## src/core/rcs_pkg.sv

```systemverilog
// rcs_pkg: constants, register map and types of the reset and clock sequencer
package rcs_pkg;

	// ------------------------------------------------------------------
	// clock and timing
	// ------------------------------------------------------------------
	localparam int CLK_PERIOD_PS  = 25000;                    // ref_clk period, 40 MHz
	localparam int OSC_START_NS   = 3000;                     // internal oscillator start-up
	localparam int OSC_START_CYC  = (OSC_START_NS * 1000 + CLK_PERIOD_PS - 1) / CLK_PERIOD_PS;
	localparam int PIN_DRIVE_US   = 600;                      // self-driven reset pulse
	localparam int PIN_DRIVE_CYC  = PIN_DRIVE_US * 1000000 / CLK_PERIOD_PS;
	localparam int BUS_DELAY_CYC  = 32;                       // pin high to bus activity
	localparam int WARM_MIN_CYC   = 32;                       // shortest accepted warm reset
	localparam int BOOT_HOLD_SYS  = 1000;                     // boot pin hold, system cycles
	localparam int WD_PULSE_CYC   = 512;                      // internal watchdog reset pulse
	localparam int CNT_W          = 15;                       // sequence counter width

	// ------------------------------------------------------------------
	// register map (byte addresses)
	// ------------------------------------------------------------------
	localparam logic [7:0] REG_CLKOUT_CFG = 8'h00;            // clock_out_config_register
	localparam logic [7:0] REG_SYSDIV     = 8'h04;            // system_clock_divide_select
	localparam logic [7:0] REG_PLL_MUL    = 8'h08;            // pll_multiplier_register
	localparam logic [7:0] REG_LOCK_CNT   = 8'h0C;            // pll_lock_wait_count
	localparam logic [7:0] REG_STATUS     = 8'h10;            // sequencer status, read only

	// field positions and reset values
	localparam int CLKOUT_DIV_LSB = 0;                        // clock_out_divider [1:0]
	localparam int CLKOUT_EN_BIT  = 2;                        // clock-out pin function enable
	localparam logic [1:0]  CLKOUT_DIV_RST = 2'h0;            // divide by four
	localparam logic [1:0]  SYSDIV_RST     = 2'h0;            // divide by four
	localparam logic [4:0]  PLL_MUL_RST    = 5'h00;           // pll bypassed
	localparam logic [15:0] LOCK_CNT_RST   = 16'hFFFF;
	localparam int ST_LOCK_BIT = 0;
	localparam int ST_BERR_BIT = 1;
	localparam int ST_BMODE_LSB = 2;                          // boot mode [3:2]
	localparam int ST_WD_BIT   = 4;
	localparam int ST_EXT_BIT  = 5;
	localparam int ST_DONE_BIT = 6;

	// ------------------------------------------------------------------
	// types
	// ------------------------------------------------------------------
	typedef enum logic [2:0] {
		ST_OSC     = 3'b000,                                  // oscillator start-up
		ST_DRIVE   = 3'b001,                                  // device drives reset pin
		ST_RELEASE = 3'b010,                                  // wait for pin to read high
		ST_DELAY   = 3'b011,                                  // quiet time before bus activity
		ST_BOOT    = 3'b100,                                  // boot pins sampled and held
		ST_RUN     = 3'b101,                                  // normal operation
		ST_WD      = 3'b110,                                  // watchdog reset pulse
		ST_EXT     = 3'b111                                   // external warm reset held
	} rcs_state_t;

	// system clock rate as oscillator_clock * num / den
	typedef struct packed {
		logic [4:0] num;
		logic [3:0] den;
	} rcs_ratio_t;

endpackage

```

## src/core/rcs_seq.sv

```systemverilog
// rcs_seq: reset pin sequencing, boot strap hold, pll lock and clock-out control
//
// Overview of operation
// - system clock is oscillator over four after power-up
// - clock-out divider resets to zero, divide four
// - clock-out pin stays off until software enables
// - boot pins sampled, held 1000 system cycles
// - device drives reset pin low 600 us
// - bus activity starts 32 cycles after pin high
// - pll multiplier write starts lock phase immediately
// - during lock system clock is oscillator over two
// - after lock system clock follows new multiplier
// - internal oscillator ready only after 3 us
// - power-on reset generated internally, pin optional
`timescale 1ns/100ps
module rcs_seq
	import rcs_pkg::*;
#(
	parameter int DRIVE_CYCLES = PIN_DRIVE_CYC                // self-driven pin pulse length
)(
	input  wire logic        ref_clk,
	input  wire logic        rst,
	input  wire logic        wb_cyc,
	input  wire logic        wb_stb,
	input  wire logic        wb_we,
	input  wire logic [7:0]  wb_adr,
	input  wire logic [3:0]  wb_sel,
	input  wire logic [31:0] wb_dat_i,
	output logic      [31:0] wb_dat_o,
	output logic             wb_ack,
	input  wire logic        device_reset_pin_n_in,
	output logic             device_reset_pin_n_out,
	output logic             device_reset_pin_n_oe_n,
	input  wire logic [1:0]  boot_mode_pins,
	input  wire logic        watchdog_reset_req,
	output logic             cpu_run,
	output logic             boot_done,
	output logic [1:0]       boot_mode,
	output logic             system_clock_en,
	output rcs_ratio_t       system_clock_ratio,
	output logic             clock_out_pin
);

	// ------------------------------------------------------------------
	// declarations
	// ------------------------------------------------------------------
	rcs_state_t       state_r;                                // sequencer state
	logic [CNT_W-1:0] cnt_r;                                  // per-state counter
	logic             rpin_q1, rpin_s;                        // reset pin synchroniser
	logic [1:0]       boot_q1, boot_s;                        // boot pin synchroniser
	logic [5:0]       low_cnt_r;                              // consecutive pin low cycles
	logic             warm_hit;                               // pin low long enough
	logic             cfg_live;                               // registers writable
	logic             wr_acc, rd_acc;                         // bus access this cycle
	logic [1:0]       clkout_div_r;                           // clock_out_divider
	logic             clkout_en_r;                            // pin function select
	logic [1:0]       sysdiv_r;                               // system_clock_divide_select
	logic [4:0]       pll_mul_r;                              // pll_multiplier_register
	logic [15:0]      lock_cnt_r;                             // pll_lock_wait_count
	logic [15:0]      lock_left_r;                            // lock phase remaining
	logic             lock_busy_r;                            // lock phase running
	logic             boot_err_r, wd_flag_r, ext_flag_r;      // status flags
	logic             clk_int_r, phase_r;                     // clock-out divider
	logic [3:0]       divd;                                   // system divide factor
	rcs_ratio_t       ratio_nxt;                              // next system clock ratio
	logic             sys_en;                                 // system clock enable
	logic [14:0]      drive_len_h;                            // helper: pin drive length
	logic [5:0]       hi_cnt_h;                               // helper: pin high cycles
	logic [9:0]       boot_en_h;                              // helper: enables while booting

	assign warm_hit = (low_cnt_r >= 6'(WARM_MIN_CYC));
	assign cfg_live = (state_r == ST_BOOT) || (state_r == ST_RUN);
	// a write commits at the edge where the master samples ack high
	assign wr_acc   = wb_cyc && wb_stb && wb_we && wb_ack;
	assign rd_acc   = wb_cyc && wb_stb && !wb_we && !wb_ack;

	// ------------------------------------------------------------------
	// pin synchronisers
	// ------------------------------------------------------------------
	always_ff @(posedge ref_clk or posedge rst) begin
		if (rst) begin
			rpin_q1 <= 1'b1;
			rpin_s  <= 1'b1;
			boot_q1 <= 2'h0;
			boot_s  <= 2'h0;
		end else begin
			rpin_q1 <= device_reset_pin_n_in;
			rpin_s  <= rpin_q1;
			boot_q1 <= boot_mode_pins;
			boot_s  <= boot_q1;
		end
	end

	// low-time filter: shorter pulses are ignored while the device does not drive
	always_ff @(posedge ref_clk or posedge rst) begin
		if (rst) begin
			low_cnt_r <= 6'h00;
		end else if (rpin_s || !device_reset_pin_n_oe_n) begin
			low_cnt_r <= 6'h00;
		end else if (!warm_hit) begin
			low_cnt_r <= low_cnt_r + 6'h01;
		end
	end

	// ------------------------------------------------------------------
	// reset sequence
	// ------------------------------------------------------------------
	// rst is the internal power-on reset; the pin is never needed to start
	always_ff @(posedge ref_clk or posedge rst) begin
		if (rst) begin
			state_r <= ST_OSC;
			cnt_r   <= '0;
		end else begin
			case (state_r)
				ST_OSC: begin
					if (cnt_r == CNT_W'(OSC_START_CYC - 1)) begin
						state_r <= ST_DRIVE;
						cnt_r   <= '0;
					end else begin
						cnt_r <= cnt_r + 1'b1;
					end
				end
				ST_DRIVE: begin
					if (cnt_r == CNT_W'(DRIVE_CYCLES - 1)) begin
						state_r <= ST_RELEASE;
						cnt_r   <= '0;
					end else begin
						cnt_r <= cnt_r + 1'b1;
					end
				end
				ST_RELEASE, ST_EXT: begin
					if (rpin_s) begin
						state_r <= ST_DELAY;
						cnt_r   <= '0;
					end
				end
				ST_DELAY: begin
					if (warm_hit) begin
						state_r <= ST_EXT;
					end else if (!rpin_s) begin
						cnt_r <= '0;                             // pin bounced low
					end else if (cnt_r == CNT_W'(BUS_DELAY_CYC - 1)) begin
						state_r <= ST_BOOT;
						cnt_r   <= '0;
					end else begin
						cnt_r <= cnt_r + 1'b1;
					end
				end
				ST_BOOT, ST_RUN: begin
					if (warm_hit) begin
						state_r <= ST_EXT;
					end else if (watchdog_reset_req) begin
						state_r <= ST_WD;
						cnt_r   <= '0;
					end else if (state_r == ST_BOOT && sys_en) begin
						if (cnt_r == CNT_W'(BOOT_HOLD_SYS - 1)) begin
							state_r <= ST_RUN;
							cnt_r   <= '0;
						end else begin
							cnt_r <= cnt_r + 1'b1;
						end
					end
				end
				ST_WD: begin
					if (cnt_r == CNT_W'(WD_PULSE_CYC - 1)) begin
						state_r <= ST_RELEASE;
						cnt_r   <= '0;
					end else begin
						cnt_r <= cnt_r + 1'b1;
					end
				end
				default: begin
					state_r <= ST_OSC;
					cnt_r   <= '0;
				end
			endcase
		end
	end

	// pin drive, run outputs, boot capture and reset-cause flags
	always_ff @(posedge ref_clk or posedge rst) begin
		if (rst) begin
			device_reset_pin_n_out  <= 1'b0;
			device_reset_pin_n_oe_n <= 1'b1;
			cpu_run    <= 1'b0;
			boot_done  <= 1'b0;
			boot_mode  <= 2'h0;
			boot_err_r <= 1'b0;
			wd_flag_r  <= 1'b0;
			ext_flag_r <= 1'b0;
		end else begin
			device_reset_pin_n_out  <= 1'b0;                   // open drain, low only
			device_reset_pin_n_oe_n <= (state_r != ST_DRIVE);
			cpu_run   <= cfg_live;
			boot_done <= (state_r == ST_RUN);
			if (state_r == ST_DELAY) begin
				boot_mode  <= boot_s;
				boot_err_r <= 1'b0;
			end else if (state_r == ST_BOOT && boot_s != boot_mode) begin
				boot_err_r <= 1'b1;
			end
			if (state_r == ST_WD) begin
				wd_flag_r  <= 1'b1;
				ext_flag_r <= 1'b0;
			end else if (state_r == ST_EXT) begin
				wd_flag_r  <= 1'b0;
				ext_flag_r <= 1'b1;
			end
		end
	end

	// ------------------------------------------------------------------
	// configuration registers, back to reset values in every reset phase
	// ------------------------------------------------------------------
	always_ff @(posedge ref_clk or posedge rst) begin
		if (rst) begin
			clkout_div_r <= CLKOUT_DIV_RST;
			clkout_en_r  <= 1'b0;
			sysdiv_r     <= SYSDIV_RST;
			pll_mul_r    <= PLL_MUL_RST;
			lock_cnt_r   <= LOCK_CNT_RST;
		end else if (!cfg_live) begin
			clkout_div_r <= CLKOUT_DIV_RST;
			clkout_en_r  <= 1'b0;
			sysdiv_r     <= SYSDIV_RST;
			pll_mul_r    <= PLL_MUL_RST;
			lock_cnt_r   <= LOCK_CNT_RST;
		end else if (wr_acc && wb_sel[0]) begin
			case (wb_adr)
				REG_CLKOUT_CFG: begin
					clkout_div_r <= wb_dat_i[CLKOUT_DIV_LSB +: 2];
					clkout_en_r  <= wb_dat_i[CLKOUT_EN_BIT];
				end
				REG_SYSDIV:   sysdiv_r  <= wb_dat_i[1:0];
				REG_PLL_MUL:  pll_mul_r <= wb_dat_i[4:0];
				// a value below the software minimum is taken as written
				REG_LOCK_CNT: begin
					lock_cnt_r[7:0] <= wb_dat_i[7:0];
					if (wb_sel[1]) begin
						lock_cnt_r[15:8] <= wb_dat_i[15:8];
					end
				end
				default: begin
				end
			endcase
		end
	end

	// lock phase: restarts on every multiplier write
	always_ff @(posedge ref_clk or posedge rst) begin
		if (rst) begin
			lock_busy_r <= 1'b0;
			lock_left_r <= 16'h0000;
		end else if (!cfg_live) begin
			lock_busy_r <= 1'b0;
			lock_left_r <= 16'h0000;
		end else if (wr_acc && wb_sel[0] && wb_adr == REG_PLL_MUL) begin
			lock_busy_r <= 1'b1;
			lock_left_r <= lock_cnt_r;
		end else if (lock_busy_r) begin
			if (lock_left_r <= 16'h0001) begin
				lock_busy_r <= 1'b0;
			end
			lock_left_r <= (lock_left_r == 16'h0000) ? 16'h0000 : lock_left_r - 16'h0001;
		end
	end

	// ------------------------------------------------------------------
	// system clock rate
	// ------------------------------------------------------------------
	always_comb begin
		case (sysdiv_r)
			2'h2:    divd = 4'h2;
			2'h3:    divd = 4'h1;
			default: divd = 4'h4;
		endcase
		if (!cfg_live) begin
			ratio_nxt = '{num: 5'h01, den: 4'h4};
		end else if (lock_busy_r) begin
			ratio_nxt = '{num: 5'h01, den: 4'h2};
		end else if (pll_mul_r == 5'h00) begin
			ratio_nxt = '{num: 5'h01, den: divd};
		end else begin
			ratio_nxt = '{num: pll_mul_r, den: {divd[2:0], 1'b0}};
		end
	end

	always_ff @(posedge ref_clk or posedge rst) begin
		if (rst) begin
			system_clock_ratio <= '{num: 5'h01, den: 4'h4};
		end else begin
			system_clock_ratio <= ratio_nxt;
		end
	end

	rcs_rate_gen u_rate (
		.ref_clk (ref_clk),
		.rst     (rst),
		.ratio   (system_clock_ratio),
		.en      (sys_en)
	);
	assign system_clock_en = sys_en;

	// ------------------------------------------------------------------
	// clock-out pin
	// ------------------------------------------------------------------
	// divider 0 toggles every second enable, any other value every enable
	always_ff @(posedge ref_clk or posedge rst) begin
		if (rst) begin
			phase_r       <= 1'b0;
			clk_int_r     <= 1'b0;
			clock_out_pin <= 1'b0;
		end else begin
			if (sys_en) begin
				phase_r <= ~phase_r;
				if (clkout_div_r != 2'h0 || phase_r) begin
					clk_int_r <= ~clk_int_r;
				end
			end
			// gated by the boot and run phases so the pin drops on the second reset cycle
			clock_out_pin <= cfg_live & clkout_en_r & clk_int_r;
		end
	end

	// ------------------------------------------------------------------
	// register bus
	// ------------------------------------------------------------------
	always_ff @(posedge ref_clk or posedge rst) begin
		if (rst) begin
			wb_ack   <= 1'b0;
			wb_dat_o <= 32'h0000_0000;
		end else begin
			wb_ack   <= wb_cyc && wb_stb && !wb_ack;
			wb_dat_o <= 32'h0000_0000;
			if (rd_acc) begin
				case (wb_adr)
					REG_CLKOUT_CFG: wb_dat_o[2:0]  <= {clkout_en_r, clkout_div_r};
					REG_SYSDIV:     wb_dat_o[1:0]  <= sysdiv_r;
					REG_PLL_MUL:    wb_dat_o[4:0]  <= pll_mul_r;
					REG_LOCK_CNT:   wb_dat_o[15:0] <= lock_cnt_r;
					REG_STATUS:     wb_dat_o[6:0]  <= {boot_done, ext_flag_r, wd_flag_r,
						boot_mode, boot_err_r, lock_busy_r};
					default:        wb_dat_o <= 32'h0000_0000;
				endcase
			end
		end
	end

	// ------------------------------------------------------------------
	// helpers and assertions
	// ------------------------------------------------------------------
	always_ff @(posedge ref_clk or posedge rst) begin
		if (rst) begin
			drive_len_h <= 15'h0000;
			hi_cnt_h    <= 6'h00;
			boot_en_h   <= 10'h000;
		end else begin
			drive_len_h <= device_reset_pin_n_oe_n ? 15'h0000 : drive_len_h + 15'h0001;
			hi_cnt_h    <= !rpin_s ? 6'h00 : (&hi_cnt_h ? hi_cnt_h : hi_cnt_h + 6'h01);
			boot_en_h   <= !cfg_live ? 10'h000 :
				((state_r == ST_BOOT && sys_en) ? boot_en_h + 10'h001 : boot_en_h);
		end
	end

	a_drive_len: assert property (@(posedge ref_clk) disable iff (rst)
		$rose(device_reset_pin_n_oe_n) |-> drive_len_h == 15'(DRIVE_CYCLES))
		else $error("reset pin drive length wrong");
	a_bus_delay: assert property (@(posedge ref_clk) disable iff (rst)
		$rose(cpu_run) |-> hi_cnt_h >= 6'(BUS_DELAY_CYC))
		else $error("bus activity before quiet time");
	a_boot_hold: assert property (@(posedge ref_clk) disable iff (rst)
		$rose(boot_done) |-> boot_en_h == 10'(BOOT_HOLD_SYS))
		else $error("boot hold not 1000 system cycles");
	a_warm_min: assert property (@(posedge ref_clk) disable iff (rst)
		$rose(state_r == ST_EXT) |-> $past(low_cnt_r) >= 6'(WARM_MIN_CYC))
		else $error("warm reset taken on short pulse");
	a_lock_start: assert property (@(posedge ref_clk) disable iff (rst)
		(wr_acc && wb_sel[0] && wb_adr == REG_PLL_MUL && cfg_live) |=> lock_busy_r)
		else $error("multiplier write did not start lock");
	a_lock_half: assert property (@(posedge ref_clk) disable iff (rst)
		(lock_busy_r && cfg_live) ##1 cfg_live |-> system_clock_ratio.den == 4'h2
		&& system_clock_ratio.num == 5'h01)
		else $error("lock phase not at half rate");
	a_new_ratio: assert property (@(posedge ref_clk) disable iff (rst)
		($fell(lock_busy_r) && cfg_live && pll_mul_r != 5'h00) |=>
		system_clock_ratio.num == $past(pll_mul_r, 2))
		else $error("multiplier not applied after lock");
	a_quarter_reset: assert property (@(posedge ref_clk) disable iff (rst)
		!cfg_live |=> system_clock_ratio.num == 5'h01 && system_clock_ratio.den == 4'h4)
		else $error("reset rate not a quarter");
	a_clkout_off: assert property (@(posedge ref_clk) disable iff (rst)
		(!cfg_live) [*2] |-> !clock_out_pin && clkout_div_r == CLKOUT_DIV_RST)
		else $error("clock-out active during reset");
	a_osc_ready: assert property (@(posedge ref_clk) disable iff (rst)
		$rose(state_r == ST_DRIVE) |-> $past(cnt_r) == CNT_W'(OSC_START_CYC - 1))
		else $error("oscillator taken as ready too early");

endmodule

```

## src/core/rcs_rate_gen.sv

```systemverilog
// rcs_rate_gen: fractional enable generator for the system clock rate
`timescale 1ns/100ps
module rcs_rate_gen
	import rcs_pkg::*;
(
	input  wire logic       ref_clk,
	input  wire logic       rst,
	input  wire rcs_ratio_t ratio,
	output logic            en
);

	// ------------------------------------------------------------------
	// phase accumulator
	// ------------------------------------------------------------------
	logic [5:0] acc_r;                                        // phase, kept below den
	logic [5:0] sum;                                          // phase plus step
	logic [5:0] rem;                                          // phase after one wrap

	always_comb begin
		sum = acc_r + {1'b0, ratio.num};
		rem = sum - {2'h0, ratio.den};
	end

	// rates above the oscillator saturate to an enable every cycle
	always_ff @(posedge ref_clk or posedge rst) begin
		if (rst) begin
			acc_r <= 6'h00;
			en    <= 1'b0;
		end else if (sum >= {2'h0, ratio.den}) begin
			acc_r <= (rem >= {2'h0, ratio.den}) ? 6'h00 : rem;
			en    <= 1'b1;
		end else begin
			acc_r <= sum;
			en    <= 1'b0;
		end
	end

endmodule

```

## config.mk

```make
export PLATFORM = sky130hd
export DESIGN_NAME = rcs_seq
export DESIGN_NICKNAME = d
export VERILOG_FILES = /design/src/core/rcs_pkg.sv /design/src/core/rcs_seq.sv /design/src/core/rcs_rate_gen.sv
export SDC_FILE = /design/constraint.sdc
export NUM_CORES = 1
export LEC_CHECK = 0
export ABC_AREA = 1
export BUFFER_PORTS_ARGS = -buffer_cell sky130_fd_sc_hd__buf_2
export CORE_ASPECT_RATIO = 1.25
export CORE_MARGIN = 4
export CORE_UTILIZATION = 30
export DETAILED_ROUTE_END_ITERATION = 12
export PLACE_DENSITY = 0.46
export SYNTH_ARGS = -nofsm -noshare
export SYNTH_HDL_FRONTEND = slang
export SYNTH_HIERARCHICAL = 1
export SYNTH_SLANG_ARGS = --single-unit
```

## constraint.sdc

```tcl
create_clock -name ref_clk -period 4 [get_ports ref_clk]
set_clock_uncertainty 0.1 [all_clocks]
set_input_delay 0.8 -clock ref_clk [delete_from_list [all_inputs] [get_ports ref_clk]]
set_output_delay 0.8 -clock ref_clk [all_outputs]
set_load 0.02 [all_outputs]
```

* Yosys cells after proc, flatten, opt, wreduce, memory -nomap -nowiden *
Index checks and enable logic that the tools add are counted.

word-level totals
  register bits after elaboration = 133
  logic and storage cells = 185
  output and inout bits = 50

operators by class
  reductions and logical operators = 33
  $add $sub $neg = 5
  eq/ne operators = 39
  multiplexer cells = 69
  order comparisons = 4
  bitwise operators = 4

operator list
  cell                     count
  $mux W15                 11
  $mux W16                 8
  $pmux W15 S6             1
  $mux W9                  4
  $mux W3                  11
  $mux W6                  4
  $pmux W3 S6              1
  $eq A8 B4 Y1 const B     2
  $le A16 B1 Y1 const B    1
  $logic_not A16 Y1        1
  $sub A16 B1 Y16 const B  1
  $add A15 B1 Y15 const B  1
  $eq A15 B10 Y1 const B   1
  $eq A15 B15 Y1 const B   1
  $eq A15 B5 Y1 const B    1
  $eq A15 B7 Y1 const B    1
  $eq A15 B9 Y1 const B    1
  $mux W5                  3
  $mux W1                  14
  $ne A2 B2 Y1 const B     7
  $eq A3 B3 Y1 const B     4
  $ge A6 B4 Y1             2
  $mux W2                  6
  $ne A2 B1 Y1 const B     6
  other kinds (33)         61

* Logic depth before layout (Yosys ltp) *
  word-level depth = 7
  gate-level depth with buffers = 16
  gate-level depth less buffers = 16

* By module *
The synthesis kept the hierarchy.

modules (own cells, without submodules)
  module        area each (sq um)  instances  cells an instance  sequential area each (sq um)
  rcs_seq       5,963.2            1          779                2,778.9
  rcs_rate_gen  858.3              1          118                175.2

* Worst setup path after synthesis *
Ideal clock, no wire load.

  path kind = register to register
  start = register system_clock_ratio[4] (netlist bit)
  end = register u_rate.acc_r[2]
  stages on the path, launching flop included = 16
  data arrival time = 2.760 ns
  path slack = 1.075 ns
  buffers on the path = 0
  setup time = 0.065 ns
  path through = dfstp_2 ha_1 inv_1 fa_1 xnor2_1 ha_1 a21oi_1 nand2_1 xnor2_1 inv_1 ha_1 nand2_1 nand2_1 nor2_4 nand3_1 nand2_1

between the ends
  longest elaborated chain between the ends = 5

ends and longest elaborated chain
  what                      line                text
  start: declaration        rcs_seq.sv:40       output rcs_ratio_t system_clock_ratio,
  start signal: assignment  rcs_seq.sv:290      system_clock_ratio <= '{num: 5'h01, den: 4'h4};
  start signal: assignment  rcs_seq.sv:292      system_clock_ratio <= ratio_nxt;
  $add A6 B5 Y6 *           rcs_rate_gen.sv:20  sum = acc_r + {1'b0, ratio.num};
  $sub A6 B4 Y6             rcs_rate_gen.sv:21  rem = sum - {2'h0, ratio.den};
  $ge A6 B4 Y1              rcs_rate_gen.sv:30  acc_r <= (rem >= {2'h0, ratio.den}) ? 6'h00 : rem;
  $mux W6                   rcs_rate_gen.sv:30
  $mux W6 *                 rcs_rate_gen.sv:29  end else if (sum >= {2'h0, ratio.den}) begin
  end signal: assignment    rcs_rate_gen.sv:30
  end signal: assignment    rcs_rate_gen.sv:33  acc_r <= sum;
  end: declaration          rcs_rate_gen.sv:15  logic [5:0] acc_r;

Every way passes the cells marked *; elsewhere a longest branch is shown, timed or not.
A chain may end at the register's enable or synchronous reset.

* Final worst setup path *
  start = register system_clock_ratio[4] (netlist bit)
  end = register u_rate.acc_r[0]

The elaborated chain is that of the path after synthesis.

==> tab_implementation.tex <==
\begin{tabular}{lr}
\hline
Metric & Value \\
\hline
\multicolumn{2}{l}{\textbf{Synthesis}} \\
Post-synthesis share of cell area spent on and, or, nand and nor gates & 31.6\% \\
Fraction of registers with async set/reset & 100\% \\
Share of the yosys chip area belonging to registers & 43.3\% \\
Post-synthesis area per instance & 7.60 um\^{}2 \\
Post-synthesis instance area & 0.00682 mm\^{}2 \\
Yosys warns & 6 \\
Cells after Synth & 897 \\
Main combinational cell family by area after synthesis & simple AND/OR/NAND/NOR gates \\
Area share of the leading cell type in the synthesized netlist & 35.2\% \\
Post-synth EDFFs & 0 \\
Unique masters post-synth & 45 \\
Share of synthesized area spent on multiplexers & 0\% \\
Top post-synthesis cells by area & sky130\_fd\_sc\_hd\_\_dfrtp\_1 35\%, sky130\_fd\_sc\_hd\_\_nand2\_1 12\%, sky130\_fd\_sc\_hd\_\_dfstp\_2 8.1\%, sky130\_fd\_sc\_hd\_\_inv\_1 7.3\%, sky130\_fd\_sc\_hd\_\_nand3\_1 5.4\% \\
Synth Area in Compound Gates & 8.02\% \\
Largest area contributor in the synthesized netlist & sky130\_fd\_sc\_hd\_\_dfrtp\_1 \\
\#FFs+latches synth & 117 \\
Most used DFF post-synth & sky130\_fd\_sc\_hd\_\_dfrtp\_1 \\
Synth Area in XOR/XNOR & 2.18\% \\
Synthesized-area fraction occupied by adder cells & 4.07\% \\
Count leader, synth & sky130\_fd\_sc\_hd\_\_nand2\_1 \\
Top cells by instance count after synthesis & 224 x sky130\_fd\_sc\_hd\_\_nand2\_1, 132 x sky130\_fd\_sc\_hd\_\_inv\_1, 96 x sky130\_fd\_sc\_hd\_\_dfrtp\_1, 94 x sky130\_fd\_sc\_hd\_\_nor2\_1, 74 x sky130\_fd\_sc\_hd\_\_nand3\_1 \\
\multicolumn{2}{l}{\textbf{STA}} \\
Worst rel slew slack & 44.9\% \\
Transition time at the pin with the least slew margin & 818 ps \\
Final hold viol count & 0 \\
Endpoints failing setup & 0 \\
Unrepaired setup endpoints after global routing & false \\
Total negative setup slack & 0 ps \\
Worst hold-check slack & 247 ps \\
Final critical delay including setup and external delays & 3190 ps \\
Share of the clock period used by the worst path after layout & 79.7\% \\
Highest attainable clock frequency & 314 MHz \\
Total count of max-transition violations in the final report & 0 \\
\multicolumn{2}{l}{\textbf{Layout}} \\
Number of fill cells & 2432 \\
Area added between synthesis and finish & 17.6\% \\
Number of nets in the finished design & 1047 \\
Share of post-route cells with drive strength above 1 & 16.8\% \\
Number of diodes added for antenna fixing & 0 \\
\multicolumn{2}{l}{\textbf{Setup path}} \\
Maximum fanout along the worst path & 4 \\
WP data arrival & 3440 ps \\
Worst endpoint required time & 4250 ps \\
Critical Path, Cell by Cell & ha\_1 > inv\_1 > fa\_1 > xnor2\_1 > ha\_1 > a21oi\_1 > nand2\_1 > xnor2\_1 > inv\_1 > ha\_1 > nand2\_1 > nand2\_1 > nor2\_4 > nand3\_1 > nand2\_1 \\
Standard cell with the maximum stage delay on the critical path & sky130\_fd\_sc\_hd\_\_dfstp\_2 \\
Max stage delay on crit path & 520 ps \\
Endpoint type of the worst setup path & register \\
Startpoint type of the worst setup path & register \\
Worst setup path category & register to register \\
Most frequent cell on the critical path & sky130\_fd\_sc\_hd\_\_nand2\_1 \\
\multicolumn{2}{l}{\textbf{Clock tree}} \\
Number of buffers created by CTS & 17 \\
Latest clock arrival within the worst-skew pair & 420 ps \\
Clock-pin slew of the registers on the worst-case setup and hold paths & 50 ps \\
H-tree Lvls & 4 \\
CTS tree & done \\
Number of clock sinks & 117 \\
Master cell of the clock root buffer & sky130\_fd\_sc\_hd\_\_clkbuf\_16 \\
Clk buf depth & 2 \\
Post-CTS setup buffer count & 0 \\
CTS hold repair buffers & 0 \\
Resize count post-CTS & 0 \\
\multicolumn{2}{l}{\textbf{Drt}} \\
DRC violations left & 0 \\
Pre-antenna DRT Iters & 4 \\
Remaining number of nets flagged by the antenna check after routing & 0 \\
Routed length per instance & 14.3 um \\
Total routed wirelength & 18100 um \\
Vias per cell & 4.53 \\
Post-Route M1 WL & 7920 um \\
Total met3 wirelength after detailed routing & 440 um \\
Highest Signal Layer & met4 \\
Total number of vias & 5754 \\
Routed met2 length & 9550 um \\
First-iteration detailed-routing DRC count & 287 \\
\multicolumn{2}{l}{\textbf{Floorplan}} \\
Starting Density & 30.6\% \\
Total number of placement rows & 61 \\
Chip height & 177 um \\
Die Wd & 143 um \\
Core Area & 0.0223 mm\^{}2 \\
Boundary Pins & 103 \\
Area of the die & 0.0252 mm\^{}2 \\
\multicolumn{2}{l}{\textbf{Global route}} \\
Pin count of the biggest net entering global routing & 58 \\
First-pass GRT wire length & 29800 um \\
Congestion Overflow GR & 0 \\
Antenna violations before repair & 0 \\
Vias in the first global route & 5759 \\
Overall track demand over capacity in global routing & 15.0\% \\
\multicolumn{2}{l}{\textbf{Pwr}} \\
Total power per unit cell area & 372 mW/mm\^{}2 \\
Final Total Pwr & 0.00298 W \\
Leakage dissipation & 4.30 nW \\
VDD IR max & 0.277 mV \\
\multicolumn{2}{l}{\textbf{Placed design}} \\
Detailed-placement wirelength estimate & 13800 um \\
Port Buffers & 67 \\
Final weighted congestion of routability-driven global placement & 0.842 \\
\multicolumn{2}{l}{\textbf{Outcome}} \\
Status & complete, no violations \\
\multicolumn{2}{l}{\textbf{Flow run}} \\
Max-cap viol count & 0 \\
\multicolumn{2}{l}{\textbf{Worst hold path}} \\
Class of the most critical hold timing path & primary input to asynchronous set/reset pin \\
\hline
\end{tabular}
-- layout by cell type (no fill, tap or decap), drive strengths merged, types with 8 or more instances in the layout --
master    n
nand2   242
inv     137
nor2    106
dfrtp    96
nand3    82
buf      70
o21ai    58
clkbuf   24
nor3     21
dfstp    21
a21oi    21
ha       19
conb     19
nand4    16
o22ai    12
xor2      9
xnor2     8
-- path summary, 6_finish.rpt --
kind                                            startpoint                          to  slack, ps  cells past startpoint
min reg2reg                           boot_q1[0]$_DFF_PP0_         boot_s[0]$_DFF_PP0_        250                      0
min                                                    rst   u_rate/acc_r[5]$_DFF_PP0_        250                      2
max in group asynchronous                              rst  lock_cnt_r[13]$_DFFE_PP1P_       2560                      3
max                        system_clock_ratio[4]$_DFF_PP1_   u_rate/acc_r[0]$_DFF_PP0_        810                     15
max reg2reg                system_clock_ratio[4]$_DFF_PP1_   u_rate/acc_r[0]$_DFF_PP0_        810                     15
min in group ref_clk                  boot_q1[0]$_DFF_PP0_         boot_s[0]$_DFF_PP0_        250                      0
-- stage by stage --
| step | util [%] | cells | worst slack [ps] | cell area, um^2 |
|---|---|---|---|---|
| after floorplan | - | 914 | 232 | 6890 |
| after global placement | 33.2 | 1237 | 866 | 7400 |
| after detailed placement | 33.2 | 1237 | 827 | 7400 |
| after CTS | 36.0 | 1269 | 801 | 8020 |
| after global routing | 36.0 | 1269 | 656 | 8020 |
| final | 36.0 | 1269 | 812 | 8020 |
-- final cells by class --
class	count	area (um^2)	share of cell area [%]
clock buffer	24	472	5.88
clock inverter	8	148	1.84
inverter	138	523	6.52
multi-input combinational	629	3200	39.9
sequential	117	2950	36.8
tap	283	354	4.41
timing repair buffer	70	370	4.62
-- state kept, by name, summed over array words and instances (netlist names), 2 cells and up --
signal              count
boot_s                  2
u_rate/acc_r            6
boot_q1                 2
sysdiv_r                2
wb_dat_o               16
state_r                 3
lock_left_r            16
system_clock_ratio      9
lock_cnt_r             16
clkout_div_r            2
boot_mode               2
low_cnt_r               6
cnt_r                  15
pll_mul_r               5
-- critical path: cells and delay by family, from the launching register on --
family | cells | cell delay, ps
AO/OA/AOI/OAI | 1 | 140
flip-flops | 1 | 520
AND/OR/NAND/NOR | 6 | 580
buffers and inverters | 2 | 160
adder cells (fa/ha/maj) | 4 | 1220
XOR/XNOR | 2 | 410
-- power by group --
group | internal (W) | switching, W
logic | 0.0000492 | 0.000104
clock network | 0.00107 | 0.000532
registers | 0.00121 | 0.0000131
total | 0.00233 | 0.000650
-- cell families (layout without fill, tap and decap cells) --
family | Yosys count | count (layout)
adders and majority gates | 21 | 21
AOI/OAI and AO/OA | 100 | 100
other | 2 | 19
xor gates and xnor gates | 17 | 17
buffers and inverters | 168 | 240
DFF | 117 | 117
and+or+nand+nor | 472 | 472
-- layer usage --
layer | vias up | track usage [%]
met5 | - | 0
met4 | 0 | 4.48
met3 | 15 | 2.74
met2 | 59 | 26.8
met1 | 2715 | 18.2
li1 | 2965 | -
Note: power is estimated with default switching activity, not from simulation.
